==> config.mk <==
export PLATFORM = sky130hd
export DESIGN_NAME = can_port_config_timeouts
export DESIGN_NICKNAME = d
export VERILOG_FILES = /design/src/design/cpct_pkg.sv /design/src/design/can_port_config_timeouts.sv /design/src/design/cpct_bit_timing.sv /design/src/design/cpct_timeout_wait.sv
export VERILOG_INCLUDE_DIRS = /design/src /design/src/design
export SDC_FILE = /design/constraint.sdc
export NUM_CORES = 1
export LEC_CHECK = 0
export BUFFER_PORTS_ARGS = -buffer_cell sky130_fd_sc_hd__buf_4
export CAP_MARGIN = 20
export CORE_AREA = 5 5 192 194
export DETAILED_ROUTE_END_ITERATION = 8
export DIE_AREA = 0 0 197 199
export PLACE_DENSITY_LB_ADDON = 0.1
export SETUP_SLACK_MARGIN = 0.3
export SLEW_MARGIN = 20
export SYNTH_ARGS = -nofsm -noshare
export SYNTH_HDL_FRONTEND = slang
export SYNTH_SLANG_ARGS = --single-unit
==> constraint.sdc <==
create_clock -name ref_clk_i -period 2.1 [get_ports ref_clk_i]
set_input_delay 0.42 -clock ref_clk_i [delete_from_list [all_inputs] [get_ports ref_clk_i]]
set_output_delay 0.42 -clock ref_clk_i [all_outputs]
set_load 0.005 [all_outputs]
==> src/design/cpct_defines.svh <==
// Constants for the CAN port configuration and timeout block.
// Assumes inclusion by bare name from the design files.
`ifndef CPCT_DEFINES_SVH
`define CPCT_DEFINES_SVH
`define CPCT_NOM_RATES 23
`define CPCT_DAT_RATES 12
// Index of 500 kb/s in the nominal and in the data-phase rate tables.
`define CPCT_NOM_IDX_RST 5'h14
`define CPCT_DAT_IDX_RST 4'h3
// Sixteen quanta per bit, sample after 1 + 13 quanta: 87.5 percent.
`define CPCT_TQ_PER_BIT 16
`define CPCT_TSEG1_TQ 8'h0d
`define CPCT_TSEG2_TQ 7'h02
// Clock that the protocol engine counts quanta on.
`define CPCT_TQ_CLK_HZ 80000000
`define CPCT_TMO_RST 32'h00002710
`define CPCT_TMO_NOWAIT 32'h00000000
`define CPCT_TMO_FOREVER 32'hffffffff
`define CPCT_MS_NS 1000000
`define CPCT_CLK_NS 50
`define CPCT_MS_CYCLES (`CPCT_MS_NS / `CPCT_CLK_NS)
`endif

==> src/design/cpct_pkg.sv <==
// Types shared by the CAN port configuration and timeout block.
// Assumes nothing of its surroundings.
package cpct_pkg;
   typedef enum logic [1:0] {
      CPCT_MODE_CLASSIC = 2'b00,
      CPCT_MODE_FD = 2'b01,
      CPCT_MODE_FD_BRS = 2'b10
   } cpct_mode_e;
   typedef enum logic {
      CPCT_W_IDLE = 1'b0,
      CPCT_W_WAIT = 1'b1
   } cpct_wait_e;
   typedef logic [9:0] cpct_brp_t;
   typedef logic [7:0] cpct_ts1_t;
   typedef logic [6:0] cpct_ts2_t;
   typedef struct packed {
      cpct_wait_e state;
      logic endless;
      logic [31:0] remain;
      logic [31:0] ms_cnt;
      logic done;
      logic err;
      logic take;
   } cpct_wait_s;
   typedef struct packed {
      logic running;
      cpct_mode_e mode;
      logic [4:0] nom_idx;
      logic [3:0] dat_idx;
      logic nom_cust;
      logic dat_cust;
      cpct_brp_t nom_brp_c;
      cpct_ts1_t nom_ts1_c;
      cpct_ts2_t nom_ts2_c;
      cpct_brp_t dat_brp_c;
      cpct_ts1_t dat_ts1_c;
      cpct_ts2_t dat_ts2_c;
      logic [31:0] rx_tmo;
      logic [31:0] tx_tmo;
      logic listen;
      logic sshot;
      logic log_bus;
      logic log_xcvr;
      logic self_rx;
      logic reject;
      logic fast;
      cpct_brp_t brp;
      cpct_ts1_t ts1;
      cpct_ts2_t ts2;
      logic [1:0] comm;
      logic [7:0] rec;
      logic [7:0] tec;
   } cpct_top_s;
endpackage : cpct_pkg

==> src/design/can_port_config_timeouts.sv <==
// Configuration, bit-rate selection and frame timeouts of one CAN port.
// Assumes the protocol engine reports the rate-switch phase, the bus
// state and the error counters, and owns the receive and send stores.
`include "cpct_defines.svh"

module can_port_config_timeouts
   import cpct_pkg::*;
#(
   parameter int unsigned MS_CYCLES = `CPCT_MS_CYCLES,
   parameter int unsigned TQ_CLK_HZ = `CPCT_TQ_CLK_HZ
)
(
   // Clock and reset
   input wire logic ref_clk_i,
   input wire logic rstn_i,
   // Port start and stop
   input wire logic start_i,
   input wire logic stop_i,
   output logic running_o,
   // Configuration, taken only while stopped
   input wire logic cfg_wr_i,
   input wire logic [1:0] cfg_mode_i,
   input wire logic [4:0] cfg_nom_idx_i,
   input wire logic cfg_nom_cust_i,
   input wire logic [9:0] cfg_nom_brp_i,
   input wire logic [7:0] cfg_nom_tseg1_i,
   input wire logic [6:0] cfg_nom_tseg2_i,
   input wire logic [3:0] cfg_dat_idx_i,
   input wire logic cfg_dat_cust_i,
   input wire logic [9:0] cfg_dat_brp_i,
   input wire logic [7:0] cfg_dat_tseg1_i,
   input wire logic [6:0] cfg_dat_tseg2_i,
   input wire logic [31:0] cfg_rx_tmo_i,
   input wire logic [31:0] cfg_tx_tmo_i,
   input wire logic cfg_listen_i,
   input wire logic cfg_sshot_i,
   output logic cfg_reject_o,
   output logic [1:0] mode_o,
   output logic listen_only_o,
   output logic single_shot_o,
   // Enables that may change at any time
   input wire logic en_wr_i,
   input wire logic en_log_bus_i,
   input wire logic en_log_xcvr_i,
   input wire logic en_self_rx_i,
   output logic log_bus_o,
   output logic log_xcvr_o,
   output logic self_rx_o,
   // Bit timing towards the protocol engine
   input wire logic brs_phase_i,
   output logic fast_phase_o,
   output logic [9:0] bit_brp_o,
   output logic [7:0] bit_tseg1_o,
   output logic [6:0] bit_tseg2_o,
   // Bus state and error counters
   input wire logic [1:0] comm_state_i,
   input wire logic [7:0] rec_i,
   input wire logic [7:0] tec_i,
   output logic [1:0] comm_state_o,
   output logic [7:0] rec_o,
   output logic [7:0] tec_o,
   // Frame read
   input wire logic rd_req_i,
   input wire logic rx_avail_i,
   output logic rd_done_o,
   output logic rd_err_o,
   output logic rx_pop_o,
   // Frame write
   input wire logic wr_req_i,
   input wire logic tx_free_i,
   output logic wr_done_o,
   output logic wr_err_o,
   output logic tx_push_o
);
   localparam cpct_top_s ST_RST = '{
      mode: CPCT_MODE_CLASSIC,
      nom_idx: `CPCT_NOM_IDX_RST,
      dat_idx: `CPCT_DAT_IDX_RST,
      rx_tmo: `CPCT_TMO_RST,
      tx_tmo: `CPCT_TMO_RST,
      ts1: `CPCT_TSEG1_TQ,
      ts2: `CPCT_TSEG2_TQ,
      default: '0};

   cpct_top_s st_q;
   cpct_top_s st_d;
   cpct_brp_t nom_brp_p;
   cpct_brp_t dat_brp_p;
   logic rd_done;
   logic rd_err;
   logic rx_pop;
   logic wr_done;
   logic wr_err;
   logic tx_push;

   cpct_bit_timing #(
      .TQ_CLK_HZ(TQ_CLK_HZ)
   ) u_timing (
      .nom_idx_i(st_q.nom_idx),
      .dat_idx_i(st_q.dat_idx),
      .nom_brp_o(nom_brp_p),
      .dat_brp_o(dat_brp_p)
   );

   // A stopped port fails any pending or new wait at once, so a reader
   // or writer never hangs on a port that cannot move frames.
   cpct_timeout_wait #(
      .MS_CYCLES(MS_CYCLES)
   ) u_rx_wait (
      .ref_clk_i(ref_clk_i),
      .rstn_i(rstn_i),
      .req_i(rd_req_i),
      .timeout_i(st_q.rx_tmo),
      .ready_i(rx_avail_i),
      .abort_i(!st_q.running),
      .done_o(rd_done),
      .err_o(rd_err),
      .take_o(rx_pop)
   );

   cpct_timeout_wait #(
      .MS_CYCLES(MS_CYCLES)
   ) u_tx_wait (
      .ref_clk_i(ref_clk_i),
      .rstn_i(rstn_i),
      .req_i(wr_req_i),
      .timeout_i(st_q.tx_tmo),
      .ready_i(tx_free_i),
      .abort_i(!st_q.running),
      .done_o(wr_done),
      .err_o(wr_err),
      .take_o(tx_push)
   );

   always_comb
   begin
      logic cfg_ok;
      cfg_ok = 1'b0;
      st_d = st_q;
      st_d.reject = 1'b0;
      st_d.comm = comm_state_i;
      st_d.rec = rec_i;
      st_d.tec = tec_i;
      if (stop_i)
         st_d.running = 1'b0;
      else if (start_i)
         st_d.running = 1'b1;
      if (en_wr_i)
      begin
         st_d.log_bus = en_log_bus_i;
         st_d.log_xcvr = en_log_xcvr_i;
         st_d.self_rx = en_self_rx_i;
      end
      // A write with an unknown mode or a preset index off the table
      // is refused whole rather than half applied.
      cfg_ok = (cfg_mode_i != 2'b11) &&
         (cfg_nom_cust_i || cfg_nom_idx_i < 5'(`CPCT_NOM_RATES)) &&
         (cfg_dat_cust_i || cfg_dat_idx_i < 4'(`CPCT_DAT_RATES));
      if (cfg_wr_i && (st_q.running || !cfg_ok))
         st_d.reject = 1'b1;
      else if (cfg_wr_i)
      begin
         st_d.mode = cpct_mode_e'(cfg_mode_i);
         st_d.nom_cust = cfg_nom_cust_i;
         st_d.dat_cust = cfg_dat_cust_i;
         st_d.nom_brp_c = cfg_nom_brp_i;
         st_d.nom_ts1_c = cfg_nom_tseg1_i;
         st_d.nom_ts2_c = cfg_nom_tseg2_i;
         st_d.dat_brp_c = cfg_dat_brp_i;
         st_d.dat_ts1_c = cfg_dat_tseg1_i;
         st_d.dat_ts2_c = cfg_dat_tseg2_i;
         if (!cfg_nom_cust_i)
            st_d.nom_idx = cfg_nom_idx_i;
         if (!cfg_dat_cust_i)
            st_d.dat_idx = cfg_dat_idx_i;
         st_d.rx_tmo = cfg_rx_tmo_i;
         st_d.tx_tmo = cfg_tx_tmo_i;
         st_d.listen = cfg_listen_i;
         st_d.sshot = cfg_sshot_i;
      end
      st_d.fast = (st_q.mode == CPCT_MODE_FD_BRS) && brs_phase_i;
      if (st_d.fast)
      begin
         st_d.brp = st_q.dat_cust ? st_q.dat_brp_c : dat_brp_p;
         st_d.ts1 = st_q.dat_cust ? st_q.dat_ts1_c : `CPCT_TSEG1_TQ;
         st_d.ts2 = st_q.dat_cust ? st_q.dat_ts2_c : `CPCT_TSEG2_TQ;
      end
      else
      begin
         st_d.brp = st_q.nom_cust ? st_q.nom_brp_c : nom_brp_p;
         st_d.ts1 = st_q.nom_cust ? st_q.nom_ts1_c : `CPCT_TSEG1_TQ;
         st_d.ts2 = st_q.nom_cust ? st_q.nom_ts2_c : `CPCT_TSEG2_TQ;
      end
   end

   always_ff @(posedge ref_clk_i or negedge rstn_i)
   begin
      if (!rstn_i)
         st_q <= ST_RST;
      else
         st_q <= st_d;
   end

   assign running_o = st_q.running;
   assign cfg_reject_o = st_q.reject;
   assign mode_o = st_q.mode;
   assign listen_only_o = st_q.listen;
   assign single_shot_o = st_q.sshot;
   assign log_bus_o = st_q.log_bus;
   assign log_xcvr_o = st_q.log_xcvr;
   assign self_rx_o = st_q.self_rx;
   assign fast_phase_o = st_q.fast;
   assign bit_brp_o = st_q.brp;
   assign bit_tseg1_o = st_q.ts1;
   assign bit_tseg2_o = st_q.ts2;
   assign comm_state_o = st_q.comm;
   assign rec_o = st_q.rec;
   assign tec_o = st_q.tec;
   assign rd_done_o = rd_done;
   assign rd_err_o = rd_err;
   assign rx_pop_o = rx_pop;
   assign wr_done_o = wr_done;
   assign wr_err_o = wr_err;
   assign tx_push_o = tx_push;
endmodule // can_port_config_timeouts

==> src/design/cpct_bit_timing.sv <==
// Preset rate tables: prescaler for each nominal and data-phase rate.
// Assumes the indices are kept in range by the instantiating module.
`include "cpct_defines.svh"
module cpct_bit_timing
   import cpct_pkg::*;
#(
   parameter int unsigned TQ_CLK_HZ = `CPCT_TQ_CLK_HZ
)
(
   // Rate selection
   input wire logic [4:0] nom_idx_i,
   input wire logic [3:0] dat_idx_i,
   // Prescalers
   output cpct_brp_t nom_brp_o,
   output cpct_brp_t dat_brp_o
);
   localparam int unsigned NOM_BPS [0:`CPCT_NOM_RATES-1] = '{
      5000, 6150, 10000, 12500, 16000, 20000, 25000, 31250, 33330,
      40000, 50000, 62500, 80000, 83330, 100000, 125000, 160000,
      200000, 250000, 400000, 500000, 800000, 1000000};
   localparam int unsigned DAT_BPS [0:`CPCT_DAT_RATES-1] = '{
      200000, 250000, 400000, 500000, 800000, 1000000, 1250000,
      1600000, 2000000, 2500000, 4000000, 5000000};
   localparam int unsigned TQB = `CPCT_TQ_PER_BIT;
   cpct_brp_t nom_tab [0:`CPCT_NOM_RATES-1];
   cpct_brp_t dat_tab [0:`CPCT_DAT_RATES-1];
   // Prescalers are rounded to nearest; rates that do not divide the
   // quantum clock evenly come out slightly off their nominal value.
   for (genvar g = 0; g < `CPCT_NOM_RATES; g++)
   begin : g_nom
      assign nom_tab[g] = cpct_brp_t'((TQ_CLK_HZ + NOM_BPS[g] * TQB / 2)
         / (NOM_BPS[g] * TQB));
   end
   for (genvar g = 0; g < `CPCT_DAT_RATES; g++)
   begin : g_dat
      assign dat_tab[g] = cpct_brp_t'((TQ_CLK_HZ + DAT_BPS[g] * TQB / 2)
         / (DAT_BPS[g] * TQB));
   end
   assign nom_brp_o = nom_tab[nom_idx_i];
   assign dat_brp_o = dat_tab[dat_idx_i];
endmodule // cpct_bit_timing

==> src/design/cpct_timeout_wait.sv <==
// Blocking, polling or endless wait for a frame or a free buffer.
// Assumes ready_i drops within a cycle of take_o.
`include "cpct_defines.svh"
module cpct_timeout_wait
   import cpct_pkg::*;
#(
   parameter int unsigned MS_CYCLES = `CPCT_MS_CYCLES
)
(
   // Clock and reset
   input wire logic ref_clk_i,
   input wire logic rstn_i,
   // Request
   input wire logic req_i,
   input wire logic [31:0] timeout_i,
   input wire logic ready_i,
   input wire logic abort_i,
   // Answer
   output logic done_o,
   output logic err_o,
   output logic take_o
);
   localparam cpct_wait_s ST_RST = '{state: CPCT_W_IDLE, default: '0};
   cpct_wait_s st_q;
   cpct_wait_s st_d;

   always_comb
   begin
      st_d = st_q;
      st_d.done = 1'b0;
      st_d.err = 1'b0;
      st_d.take = 1'b0;
      case (st_q.state)
         CPCT_W_IDLE:
         begin
            if (req_i && abort_i)
            begin
               st_d.done = 1'b1;
               st_d.err = 1'b1;
            end
            else if (req_i && ready_i)
            begin
               st_d.done = 1'b1;
               st_d.take = 1'b1;
            end
            else if (req_i && timeout_i == `CPCT_TMO_NOWAIT)
            begin
               st_d.done = 1'b1;
               st_d.err = 1'b1;
            end
            else if (req_i)
            begin
               // Any negative count waits without limit, not only -1.
               st_d.state = CPCT_W_WAIT;
               st_d.endless = timeout_i[31];
               st_d.remain = timeout_i;
               st_d.ms_cnt = '0;
            end
         end
         CPCT_W_WAIT:
         begin
            if (abort_i || ready_i)
            begin
               st_d.state = CPCT_W_IDLE;
               st_d.done = 1'b1;
               st_d.err = abort_i;
               st_d.take = !abort_i;
            end
            else if (st_q.ms_cnt == 32'(MS_CYCLES - 1))
            begin
               st_d.ms_cnt = '0;
               if (!st_q.endless && st_q.remain == 32'h00000001)
               begin
                  st_d.state = CPCT_W_IDLE;
                  st_d.done = 1'b1;
                  st_d.err = 1'b1;
               end
               else if (!st_q.endless)
               begin
                  st_d.remain = st_q.remain - 32'h00000001;
               end
            end
            else
            begin
               st_d.ms_cnt = st_q.ms_cnt + 32'h00000001;
            end
         end
         default: st_d = ST_RST;
      endcase
   end

   always_ff @(posedge ref_clk_i or negedge rstn_i)
   begin
      if (!rstn_i)
         st_q <= ST_RST;
      else
         st_q <= st_d;
   end

   assign done_o = st_q.done;
   assign err_o = st_q.err;
   assign take_o = st_q.take;
endmodule // cpct_timeout_wait

==> results.cfg, run 1 <==
[timing]
setup_viol_count_final = 96
finalCriticalPeriod_ns = 2.26
setup_total_negative_slack_ns = -4.99
timing_hold_violations_final = 0
drv_slew = 0
finalWorstSetupSlack_ns = -0.157
hold_ws_ns = 0.0939
timing_worst_slew_pin_value_ns = 0.713
rsz0062_at_grt = yes
finClkSkew_ns = 0.0163
worst_slew_margin_rel_pct = 52.4
period_share_pct = 107
fmax_ghz = 0.443

[route]
first_pass_iters = 6
drcViolationCount = 0
detailroute.via_count = 14100
postRouteWirelength_um = 49700
vias_per_cell = 5.60
drt-wirelength-per-cell_um = 19.8
ant_nets = 0
drtIter0Drc = 956

[power_and_ir_drop]
power_density_nw_per_um2 = 865
clock_power_share_pct = 32.8
power_frac_seq_pct = 39.4
power.total_mw = 20.5
p_leak_nw = 10.3
internal-power_mw = 14.5
gate_power_share_pct = 27.8
power.switching_mw = 6.03
sw_frac_of_total_pct = 29.4
vdd_ir_drop_max_uv = 674

[clock_network]
clock_sinks = 316
clkTransAtPathRegs_ns = 0.06
clock_tree.buffer_depth = 3
cts.root.buffer_cell = sky130_fd_sc_hd__clkbuf_16
clk-insertion-delay-late_ns = 0.55
htree_levels = 2
cts_made_buffers = 38
cts_tree = built

[yosys]
yosysWarningCount = 0
top_area_cells_in_the_synthesized_netlist = sky130_fd_sc_hd__dfrtp_1, sky130_fd_sc_hd__mux2_2, sky130_fd_sc_hd__o21ai_0
synth_largest_type_area_fraction_pct = 48.1
yosys_register_bits = 316
synth_area_per_cell_um2 = 10.6
post_synth_instance_area_um2 = 15500
synth.net_count = 1644
synth_edf_count = 0
synth_ff_type = sky130_fd_sc_hd__dfrtp_1
sequential_to_total_area_share_from_yosys_stat_pct = 51.2
distinct_cells_synth = 77
netlist_instances = 1469
synth_top_cell_by_area = sky130_fd_sc_hd__dfrtp_1
async_flop_share_pct = 100

[global_route]
vias_in_the_first_global_route = 14300
grt_pass1_wl_um = 75600
grt_overflow_total = 0
grt_max_degree = 52
global_route.usage.total_pct = 23.6
antenna_violations_before_repair = 2

[floorplanning]
num_io_pins = 220
die_height_um = 199
std_cell_rows = 69
coreArea_um2 = 35100
die_w_um = 197
initial_core_util_pct = 44.2
die_area_um2 = 39200

[outcome]
outcome = finished with violations
violations = negative setup slack

[worst_setup_path]
start_kind = flop
crit_path_cell_trace = nor4_2, buf_4, nand4_1, buf_4, o211ai_1, buf_4, a211o_1, buf_12, or4_4, a21oi_2
crit_path_end_kind = flop
worst-setup-path-type = reg2reg
critPathBufInv = 4
crit_path_top_delay_cell = sky130_fd_sc_hd__dfstp_2
crit_path_max_fanout = 16
critical_path.most_common_cell = sky130_fd_sc_hd__buf_4
critical_path_cell_count = 10
cpLargestDelayFamily = buffers and inverters
slowest_delay_ns = 0.53
worst_ep_arrival_time_ns = 2.73
r2r.worst_path.cells = 10
critPathRequiredTime_ns = 2.57

[hold_path]
worstHoldPathType = in2reg
hold_depth = 3

[finish]
drive_gt1_share_pct = 51.6
finish.utilization_pct = 67.6
syn2layout_area_growth_pct = 52.8
multi_input_comb_area_um2 = 8190
nFillCells = 2651
regArea_um2 = 7940
layout.nets = 2197

[flow_run]
max_cap_viol_count = 0

[place]
dp.final_hpwl_um = 32000
gp_routability_congestion = 0.876
port_buffers = 219
synthesized netlist by cell type, drive strengths merged, types with 9 or more instances:
master	n
dfrtp	298
mux2	130
o21ai	126
nor2	111
nand2	89
buf	72
a21oi	69
clkbuf	52
nor4	45
inv	35
nand3	34
xnor2	33
nor3	32
nand4	29
a211oi	21
a32oi	20
dfstp	18
or3	18
a22o	14
ha	14
a22oi	13
a2111oi	12
nand2b	11
nor2b	11
o22ai	11
o31ai	11
a31oi	10
or2	10
a221o	9
mux2i	9
o211ai	9
o21a	9
power groups by stage:
stage / registers (mW) / logic [mW] / clock network [mW]
CTS: 8.01 / 5.26 / 6.91
global route: 8.19 / 6.17 / 7.13
detailed placement: 8.00 / 4.89 / 0
finish: 8.07 / 5.69 / 6.73
global placement: 7.98 / 4.80 / 0
floorplan: 7.83 / 2.75 / 0
layout by cell type (no fill, tap or decap), drive strengths merged, types with 29 or more instances in the layout:
master and instances:
dfrtp 298, nor3 32, mux2 130, nand4 29, buf 602, clkbuf 66, xnor2 33, o21ai 126
nand3 34, nand2 89, nor2 111, inv 36, nor4 45, a21oi 69
metrics by stage:
| stage | area, um2 | instances | worst slack, ns |
|---|---|---|---|
| 2_1_floorplan | 16100 | 1469 | -0.0458 |
| 3_3_place_gp | 19800 | 2338 | -0.182 |
| 5_1_grt | 23700 | 2512 | -0.229 |
| 6_report | 23700 | 2512 | -0.157 |
| 4_1_cts | 22600 | 2474 | -0.160 |
| 3_5_place_dp | 19800 | 2338 | -0.251 |
flip-flops by register name (all words and copies together), names as in the netlist, 2 cells and up:
name / flops
bit_tseg1_o: 8
st_q: 125
bit_tseg2_o: 7
u_rx_wait.st_q: 66
comm_state_o: 2
u_tx_wait.st_q: 66
mode_o: 2
tec_o: 8
rec_o: 8
bit_brp_o: 10
per-layer routing:
layer | vias to the layer above | GRT usage (%) | share of wire (%)
li1 | 6531 | - | -
met1 | 7011 | 31.8 | 43
met2 | 413 | 38.9 | 49
met3 | 109 | 3.93 | 4.9
met4 | 2 | 8.14 | 3.1
met5 | - | 0 | 0.026
tightest hold or removal path: cells and delay by family:
| family | cells | cell delay [ns] |
|---|---|---|
| buffers and inverters | 1 | 0.08 |
| AND/OR/NAND/NOR | 2 | 0.10 |
final timing paths:
kind	end	start	slack [ns]
max in group asynchronous	st_q[86]$_DFFE_PN1P_	rstn_i	0.90
hold reg to reg	bit_tseg1_o[7]$_DFF_PN0_	st_q[153]$_DFFE_PN0P_	0.49
hold / removal	running_o$_DFFE_PN0P_	start_i	0.09
setup reg to reg	u_tx_wait.st_q[34]$_DFFE_PN0P_	st_q[60]$_DFFE_PN1P_	-0.16
min in group asynchronous	u_rx_wait.st_q[9]$_DFFE_PN0P_	rstn_i	0.40
setup / recovery	u_tx_wait.st_q[34]$_DFFE_PN0P_	st_q[60]$_DFFE_PN1P_	-0.16
final cells by class:
cell class                 instances  area share, %
multi-input combinational       1000           34.6
sequential                       316           33.5
timing repair buffer             630           23.5
clock buffer                      59           4.86
tap                              461           2.43
inverter                          36          0.581
clock inverter                     9          0.533
antenna                            1         0.0106
cell families (layout without fill, tap and decap cells):
| kind of cell | Yosys count | count (layout) | synth area share (%) |
|---|---|---|---|
| DFF | 316 | 316 | 51.2 |
| xor gates and xnor gates | 33 | 33 | 1.86 |
| and+or+nand+nor | 431 | 435 | 14.5 |
| muxes | 140 | 140 | 10.2 |
| other | 0 | 1 | 0 |
| buffers and inverters | 160 | 734 | 5.28 |
| AOI/OAI and AO/OA | 375 | 378 | 15.9 |
| adders and majority gates | 14 | 14 | 1.13 |
timing repair:
item | 4_1_cts | 5_1_grt
buffers inserted | 36 | 22
hold buffers | 20 | 0
endpoints found under the hold margin | 58 | 0
setup endpoints to repair | 270 | 273
gates cloned | 12 | 15
pin swaps | 89 | 63
resized for setup | 204 | 158
(Power assumes the default switching activity.)
==> run 2: changes to the inputs <==
--- a/config.mk
+++ b/config.mk
@@ -9,8 +9,9 @@
 export BUFFER_PORTS_ARGS = -buffer_cell sky130_fd_sc_hd__buf_4
 export CAP_MARGIN = 20
-export CORE_AREA = 5 5 192 194
+export CORE_AREA = 2 2 189 191
 export DETAILED_ROUTE_END_ITERATION = 8
-export DIE_AREA = 0 0 197 199
+export DIE_AREA = 0 0 191 193
 export PLACE_DENSITY_LB_ADDON = 0.1
+export RECOVER_POWER = 50
 export SETUP_SLACK_MARGIN = 0.3
 export SLEW_MARGIN = 20
==> constraint.sdc (replaced) <==
create_clock -name ref_clk_i -period 2.1 [get_ports ref_clk_i]
set_input_delay 0.42 -clock ref_clk_i [delete_from_list [all_inputs] [get_ports ref_clk_i]]
set_output_delay 0.42 -clock ref_clk_i [all_outputs]
set_load 0.05 [all_outputs]
==> run 2 against run 1 <==
  * The run still ends with negative setup slack left
  * Fmax shrank 0.72%
  * Routed wire length is 1.7% lower
  * Sequential power shrank 0.9%
==> results.cfg, run 2 (synthesis results as in run 1) <==
[outcome]
outcome = finished with violations
violations = negative setup slack

[timing]
finClkSkew_ns = 0.0277
setup_total_negative_slack_ns = -10.64
period_share_pct = 108
timing_hold_violations_final = 0
drv_slew = 0
setup_viol_count_final = 142
rsz0062_at_grt = yes
finalCriticalPeriod_ns = 2.27
worst_slew_margin_rel_pct = 25.7
finalWorstSetupSlack_ns = -0.174
timing_worst_slew_pin_value_ns = 1.11
fmax_ghz = 0.440

[worst_setup_path]
crit_path_top_delay_cell = sky130_fd_sc_hd__or4_4
crit_path_end_kind = flop
slowest_delay_ns = 0.41
critPathRequiredTime_ns = 2.54
worst_ep_arrival_time_ns = 2.72
worstSetupStartpoint = st_q[50]$_DFFE_PN0P_
worst-r2r-setup-slack_ns = -0.17
worst-setup-path-type = reg2reg
crit_path_max_fanout = 8
crit_path_cell_trace = nor4_4, buf_4, nand4_1, o211ai_1, buf_4, a211o_4, buf_12, or4_4, a21oi_2
crit-reg2reg-launch = st_q[50]$_DFFE_PN0P_
r2r.worst_path.cells = 9
critical_path.most_common_cell = sky130_fd_sc_hd__buf_4
crit-reg2reg-capture = u_tx_wait.st_q[34]$_DFFE_PN0P_
start_kind = flop
setup.worst_path.end = u_tx_wait.st_q[34]$_DFFE_PN0P_

[place]
dp.final_hpwl_um = 31100
gp_routability_congestion = 0.880
place_area_um2 = 19900
port_buffers = 219

[route]
detailroute.via_count = 14000
postRouteWirelength_um = 48900
first_pass_iters = 5
drt-wirelength-per-cell_um = 19.4
drcViolationCount = 0
ant_nets = 0
drtIter0Drc = 672
vias_per_cell = 5.57

[floorplanning]
coreArea_um2 = 35000
die_height_um = 193
die_w_um = 191
die_area_um2 = 36900
num_io_pins = 220
initial_core_util_pct = 44.3
std_cell_rows = 69

[global_route]
global_route.usage.total_pct = 23.7
grt_pass1_wl_um = 70700
grt_max_degree = 60
vias_in_the_first_global_route = 13800
antenna_violations_before_repair = 0
grt_overflow_total = 0

[finish]
largest_register_ffs = 125
mostFrequentLayoutCell = sky130_fd_sc_hd__buf_4
regMostFlops = st_q
most-common-layout-cells = sky130_fd_sc_hd__buf_4, sky130_fd_sc_hd__dfrtp_1, sky130_fd_sc_hd__mux2_2
postLayoutCellArea_um2 = 23700
multi_input_comb_area_um2 = 8260
regArea_um2 = 7930
syn2layout_area_growth_pct = 52.9
finish.utilization_pct = 67.8
registers_with_the_highest_flip_flop_counts = st_q x125, u_rx_wait.st_q x66, u_tx_wait.st_q x66
nFillCells = 2625
drive_gt1_share_pct = 52.8
layout.nets = 2206

[clock_network]
clock_tree.buffer_depth = 3
cts_tree = built
clock_sinks = 316
clk-insertion-delay-late_ns = 0.53
clkTransAtPathRegs_ns = 0.05
cts_made_buffers = 38
cts.root.buffer_cell = sky130_fd_sc_hd__clkbuf_16
htree_levels = 2

[hold_path]
worstHoldPathType = in2reg

[flow_run]
max_cap_viol_count = 0

[power_and_ir_drop]
power.total_mw = 20.7
p_leak_nw = 10.3
vdd_ir_drop_max_uv = 636
power_density_nw_per_um2 = 874
[run 2: cell count changes in the layout (fill, tap and decap cells not counted), sizes merged, moves of 2 or more]
cell / before / now
bufinv: 3 / 0
o22ai: 14 / 11
buf: 602 / 588
clkinv: 5 / 3
clkbuf: 66 / 101
[run 2: power breakdown]
group | internal (mW) | switching, mW
logic | 3.20 | 3.34
registers | 7.18 | 0.821
clock network | 3.61 | 2.54
total | 14.0 | 6.71
[run 2: metal layers]
metal | GRT usage, % | wire length (um)
met1 | 32.1 | 21100
met2 | 39.8 | 24400
met3 | 3.26 | 2210
met4 | 7.22 | 1210
met5 | 0 | 0
[run 2: timing repair]
action,CTS,global route
setup endpoints to repair,267,272
gates resized for setup,123,269
pin swaps,42,95
hold buffers,19,0
cloned,4,25
hold endpoints to repair,52,0
setup buffers,17,43
[run 2: final cells by class]
class / instances / area share, %
diodes: 1 / 0.0106
clock buffers: 66 / 4.71
clock inverters: 4 / 0.164
inverters: 36 / 0.570
multi-input cells: 997 / 34.9
flip-flops and latches: 316 / 33.5
well taps: 461 / 2.43
repair buffers: 642 / 23.8
[run 2: critical path: cells and delay by family, from the launching register on]
family | cells | cell delay [ns]
buffers and inverters | 3 | 0.45
AOI/OAI and AO/OA | 3 | 0.65
and+or+nand+nor | 3 | 0.67
DFF | 1 | 0.40
[run 2: worst min path at each step]
| stage | start | end | cells past startpoint |
|---|---|---|---|
| 2_1_floorplan | rstn_i | bit_brp_o[0]$_DFF_PN0_ | 0 |
| 3_3_place_gp | rstn_i | u_rx_wait.st_q[5]$_DFFE_PN0P_ | 1 |
| 3_5_place_dp | rstn_i | u_rx_wait.st_q[5]$_DFFE_PN0P_ | 1 |
| 4_1_cts | stop_i | running_o$_DFFE_PN0P_ | 2 |
| 5_1_grt | stop_i | running_o$_DFFE_PN0P_ | 2 |
| 6_report | stop_i | running_o$_DFFE_PN0P_ | 2 |
[run 2: stage by stage]
stage	hold slack, ns	setup WS, ns	std cells
CTS	0.0334	-0.106	2454
detailed placement	0.353	-0.285	2344
global route	0.0466	-0.290	2522
floorplan	0.124	-0.0706	1469
global placement	0.361	-0.256	2344
finish	0.0464	-0.174	2523
==> run 3: changes to the inputs <==
- ABC_AREA: not set -> 1
- CORE_AREA: 2 2 189 191 -> 2 2 205 207
- DIE_AREA: 0 0 191 193 -> 0 0 207 209
- MAX_ROUTING_LAYER: not set -> met4
==> run 3 against run 2 <==
  * The run now ends clean
  * Highest routed layer unchanged
  * Sequential share of layout area shrank 0.19 points
  * Largest power group is now combinational logic
  * Fmax is 20% higher
  * Power grew 19%
  * Critical path type unchanged
  * Sequential power grew 2.9%
  * Final area grew 0.89%
  * Worst hold slack better by 0.010 ns
  * Synthesized area is 18% higher
  * Register-to-register slack improved by 0.38 ns
  * First-iteration DRC count is 88% higher
  * Combinational power up 44%
  * Non-clock buffer count decreased by 246
==> results.cfg, run 3 <==
[yosys]
synth_top_cell_by_area = sky130_fd_sc_hd__dfrtp_1
yosysWarningCount = 0
synth_edf_count = 0
sequential_to_total_area_share_from_yosys_stat_pct = 43.5
async_flop_share_pct = 100
distinct_cells_synth = 55
synth_ff_type = sky130_fd_sc_hd__dfrtp_1
post-synth-top-count-cell = sky130_fd_sc_hd__nand2_1
netlist_instances = 2590
top_area_cells_in_the_synthesized_netlist = sky130_fd_sc_hd__dfrtp_1, sky130_fd_sc_hd__nand2_1, sky130_fd_sc_hd__nor2_1
yosys_register_bits = 316
synth_largest_type_area_fraction_pct = 40.9
post_synth_instance_area_um2 = 18300
synth.net_count = 2765
synth_commonest_cells = sky130_fd_sc_hd__nand2_1, sky130_fd_sc_hd__nor2_1, sky130_fd_sc_hd__dfrtp_1
synth_area_per_cell_um2 = 7.05

[finish]
layout.nets = 3062
syn2layout_area_growth_pct = 31.0
largest_register_ffs = 125
drive_gt1_share_pct = 25.1
most-common-layout-cells = sky130_fd_sc_hd__nand2_1, sky130_fd_sc_hd__nor2_1, sky130_fd_sc_hd__buf_4
regMostFlops = st_q
finish.utilization_pct = 57.9
mostFrequentLayoutCell = sky130_fd_sc_hd__nand2_1
postLayoutCellArea_um2 = 23900
final_cell_count_no_fill = 3461
registers_with_the_highest_flip_flop_counts = st_q x125, u_rx_wait.st_q x66, u_tx_wait.st_q x66

[clock_network]
clock_tree.buffer_depth = 3
htree_levels = 2
cts_made_buffers = 38
cts.root.buffer_cell = sky130_fd_sc_hd__clkbuf_16
clk-insertion-delay-late_ns = 0.58
clock_sinks = 316
clkTransAtPathRegs_ns = 0.06
cts_tree = built

[global_route]
global_route.usage.total_pct = 26.4
vias_in_the_first_global_route = 16800
antenna_violations_before_repair = 5
grt_overflow_total = 0
grt_max_degree = 105
grt_pass1_wl_um = 89900

[timing]
finClkSkew_ns = 0.0165
rsz0062_at_grt = yes
finalCriticalPeriod_ns = 1.89
timing_worst_slew_pin_value_ns = 0.958
setup_viol_count_final = 0
finalWorstSetupSlack_ns = 0.210
drv_slew = 0
timing_hold_violations_final = 0
worst_slew_margin_rel_pct = 36.2
period_share_pct = 90.0
setup_total_negative_slack_ns = 0
fmax_ghz = 0.529
hold_ws_ns = 0.0564

[worst_setup_path]
r2r.worst_path.cells = 8
cpLargestDelayFamily = buffers and inverters
crit_path_max_fanout = 12
crit_path_end_kind = flop
worst-setup-path-type = reg2reg
crit-reg2reg-capture = u_rx_wait.st_q[6]$_DFFE_PN0P_
crit-reg2reg-launch = u_rx_wait.st_q[68]$_DFF_PN0_
start_kind = flop
worst-r2r-setup-slack_ns = 0.21
crit_path_top_delay_cell = sky130_fd_sc_hd__clkbuf_1
critPathRequiredTime_ns = 2.56
crit_path_cell_trace = clkbuf_1, nor2_1, inv_1, nand3_4, buf_6, clkbuf_16, nand2_1, nand2_2
slowest_delay_ns = 0.50
critPathBufInv = 4
worst_ep_arrival_time_ns = 2.35

[route]
vias_per_cell = 5.18
drt-wirelength-per-cell_um = 17.1
detailroute.via_count = 17900
first_pass_iters = 6
drcViolationCount = 0
postRouteWirelength_um = 59100
drtIter0Drc = 1260
ant_nets = 0

[floorplanning]
die_w_um = 207
coreArea_um2 = 41300
num_io_pins = 220
std_cell_rows = 75
die_height_um = 209
initial_core_util_pct = 44.2
die_area_um2 = 43300

[place]
dp.cells = 3274
dp.final_hpwl_um = 39700
dpl_worst_slack_ns = 0.115
gp_routability_congestion = 0.949
port_buffers = 219
place_area_um2 = 20400

[hold_path]
hold_depth = 3
timing.hold.worst.start = cfg_dat_idx_i[0]
worstHoldPathType = in2reg
whs_endpoint = st_q[166]$_DFFE_PN1P_

[power_and_ir_drop]
p_leak_nw = 11.7
power.total_mw = 24.5
vdd_ir_drop_max_uv = 681
power_density_nw_per_um2 = 1030

[flow_run]
max_cap_viol_count = 0

[outcome]
outcome = completed
-- run 3: report_power, final --
group          internal [mW]  switching, mW  total [mW]
Sequential              7.19           1.04        8.23
Clock                   4.07           2.78        6.86
Combinational           3.57           5.88        9.45
Total                   14.8           9.70        24.5
-- run 3: how the worst max path moves through the flow --
stage,start,cells after the start,endpoint
6_report,u_rx_wait.st_q[68]$_DFF_PN0_,8,u_rx_wait.st_q[6]$_DFFE_PN0P_
5_1_grt,u_rx_wait.st_q[68]$_DFF_PN0_,8,u_rx_wait.st_q[29]$_DFFE_PN0P_
4_1_cts,u_rx_wait.st_q[36]$_DFFE_PN0P_,13,u_rx_wait.st_q[65]$_DFFE_PN0P_
3_5_place_dp,st_q[112]$_DFFE_PN0P_,10,u_rx_wait.st_q[22]$_DFFE_PN0P_
3_3_place_gp,st_q[112]$_DFFE_PN0P_,10,u_rx_wait.st_q[6]$_DFFE_PN0P_
2_1_floorplan,running_o$_DFFE_PN0P_,7,st_q[121]$_DFFE_PN0P_
-- run 3: worst register-to-register path: stages, from the launching register on --
cell,delay (ns)
sky130_fd_sc_hd__dfrtp_1,0.44
sky130_fd_sc_hd__clkbuf_1,0.50
sky130_fd_sc_hd__nor2_1,0.11
sky130_fd_sc_hd__inv_1,0.12
sky130_fd_sc_hd__nand3_4,0.14
sky130_fd_sc_hd__buf_6,0.18
sky130_fd_sc_hd__clkbuf_16,0.17
sky130_fd_sc_hd__nand2_1,0.07
sky130_fd_sc_hd__nand2_2,0.05
-- run 3: repair_timing --
action                                 in CTS  in global routing
endpoints found under the hold margin      44                  0
hold buffers                               20                  0
setup endpoints to repair                 133                170
pin swaps                                  37                 56
buffers inserted                           27                 38
gates resized for setup                    92                222
cloned                                      9                 18
-- run 3: area by class of cell --
cell class / count / area, um2
antenna: 5 / 12.5
sequential: 316 / 7960
multi-input combinational: 1855 / 9330
fill: 3936 / 17400
clock inverter: 17 / 220
timing repair buffer: 396 / 3590
clock buffer: 53 / 1070
inverter: 278 / 1050
timing repair inverter: 2 / 15.0
tap: 539 / 674
-- run 3: routing by layer --
metal	global-route usage, %	wire (um)	share of wire [%]	vias to the layer above
li1	-	-	-	8812
met1	37.1	27300	46	8510
met2	39.4	26700	45	544
met3	4.72	3960	6.7	75
met4	7.00	1160	2.0	0
met5	-	0	0	-
-- run 3: cells by family after synthesis --
kind of cell / Yosys count / share of synthesized area (%)
flip-flops: 316 / 43.5
multiplexers: 6 / 0.350
AO/OA/AOI/OAI: 325 / 9.99
buffers and inverters: 422 / 10.1
adder cells (fa/ha/maj): 14 / 0.960
XOR/XNOR: 45 / 2.16
AND/OR/NAND/NOR: 1462 / 33.0
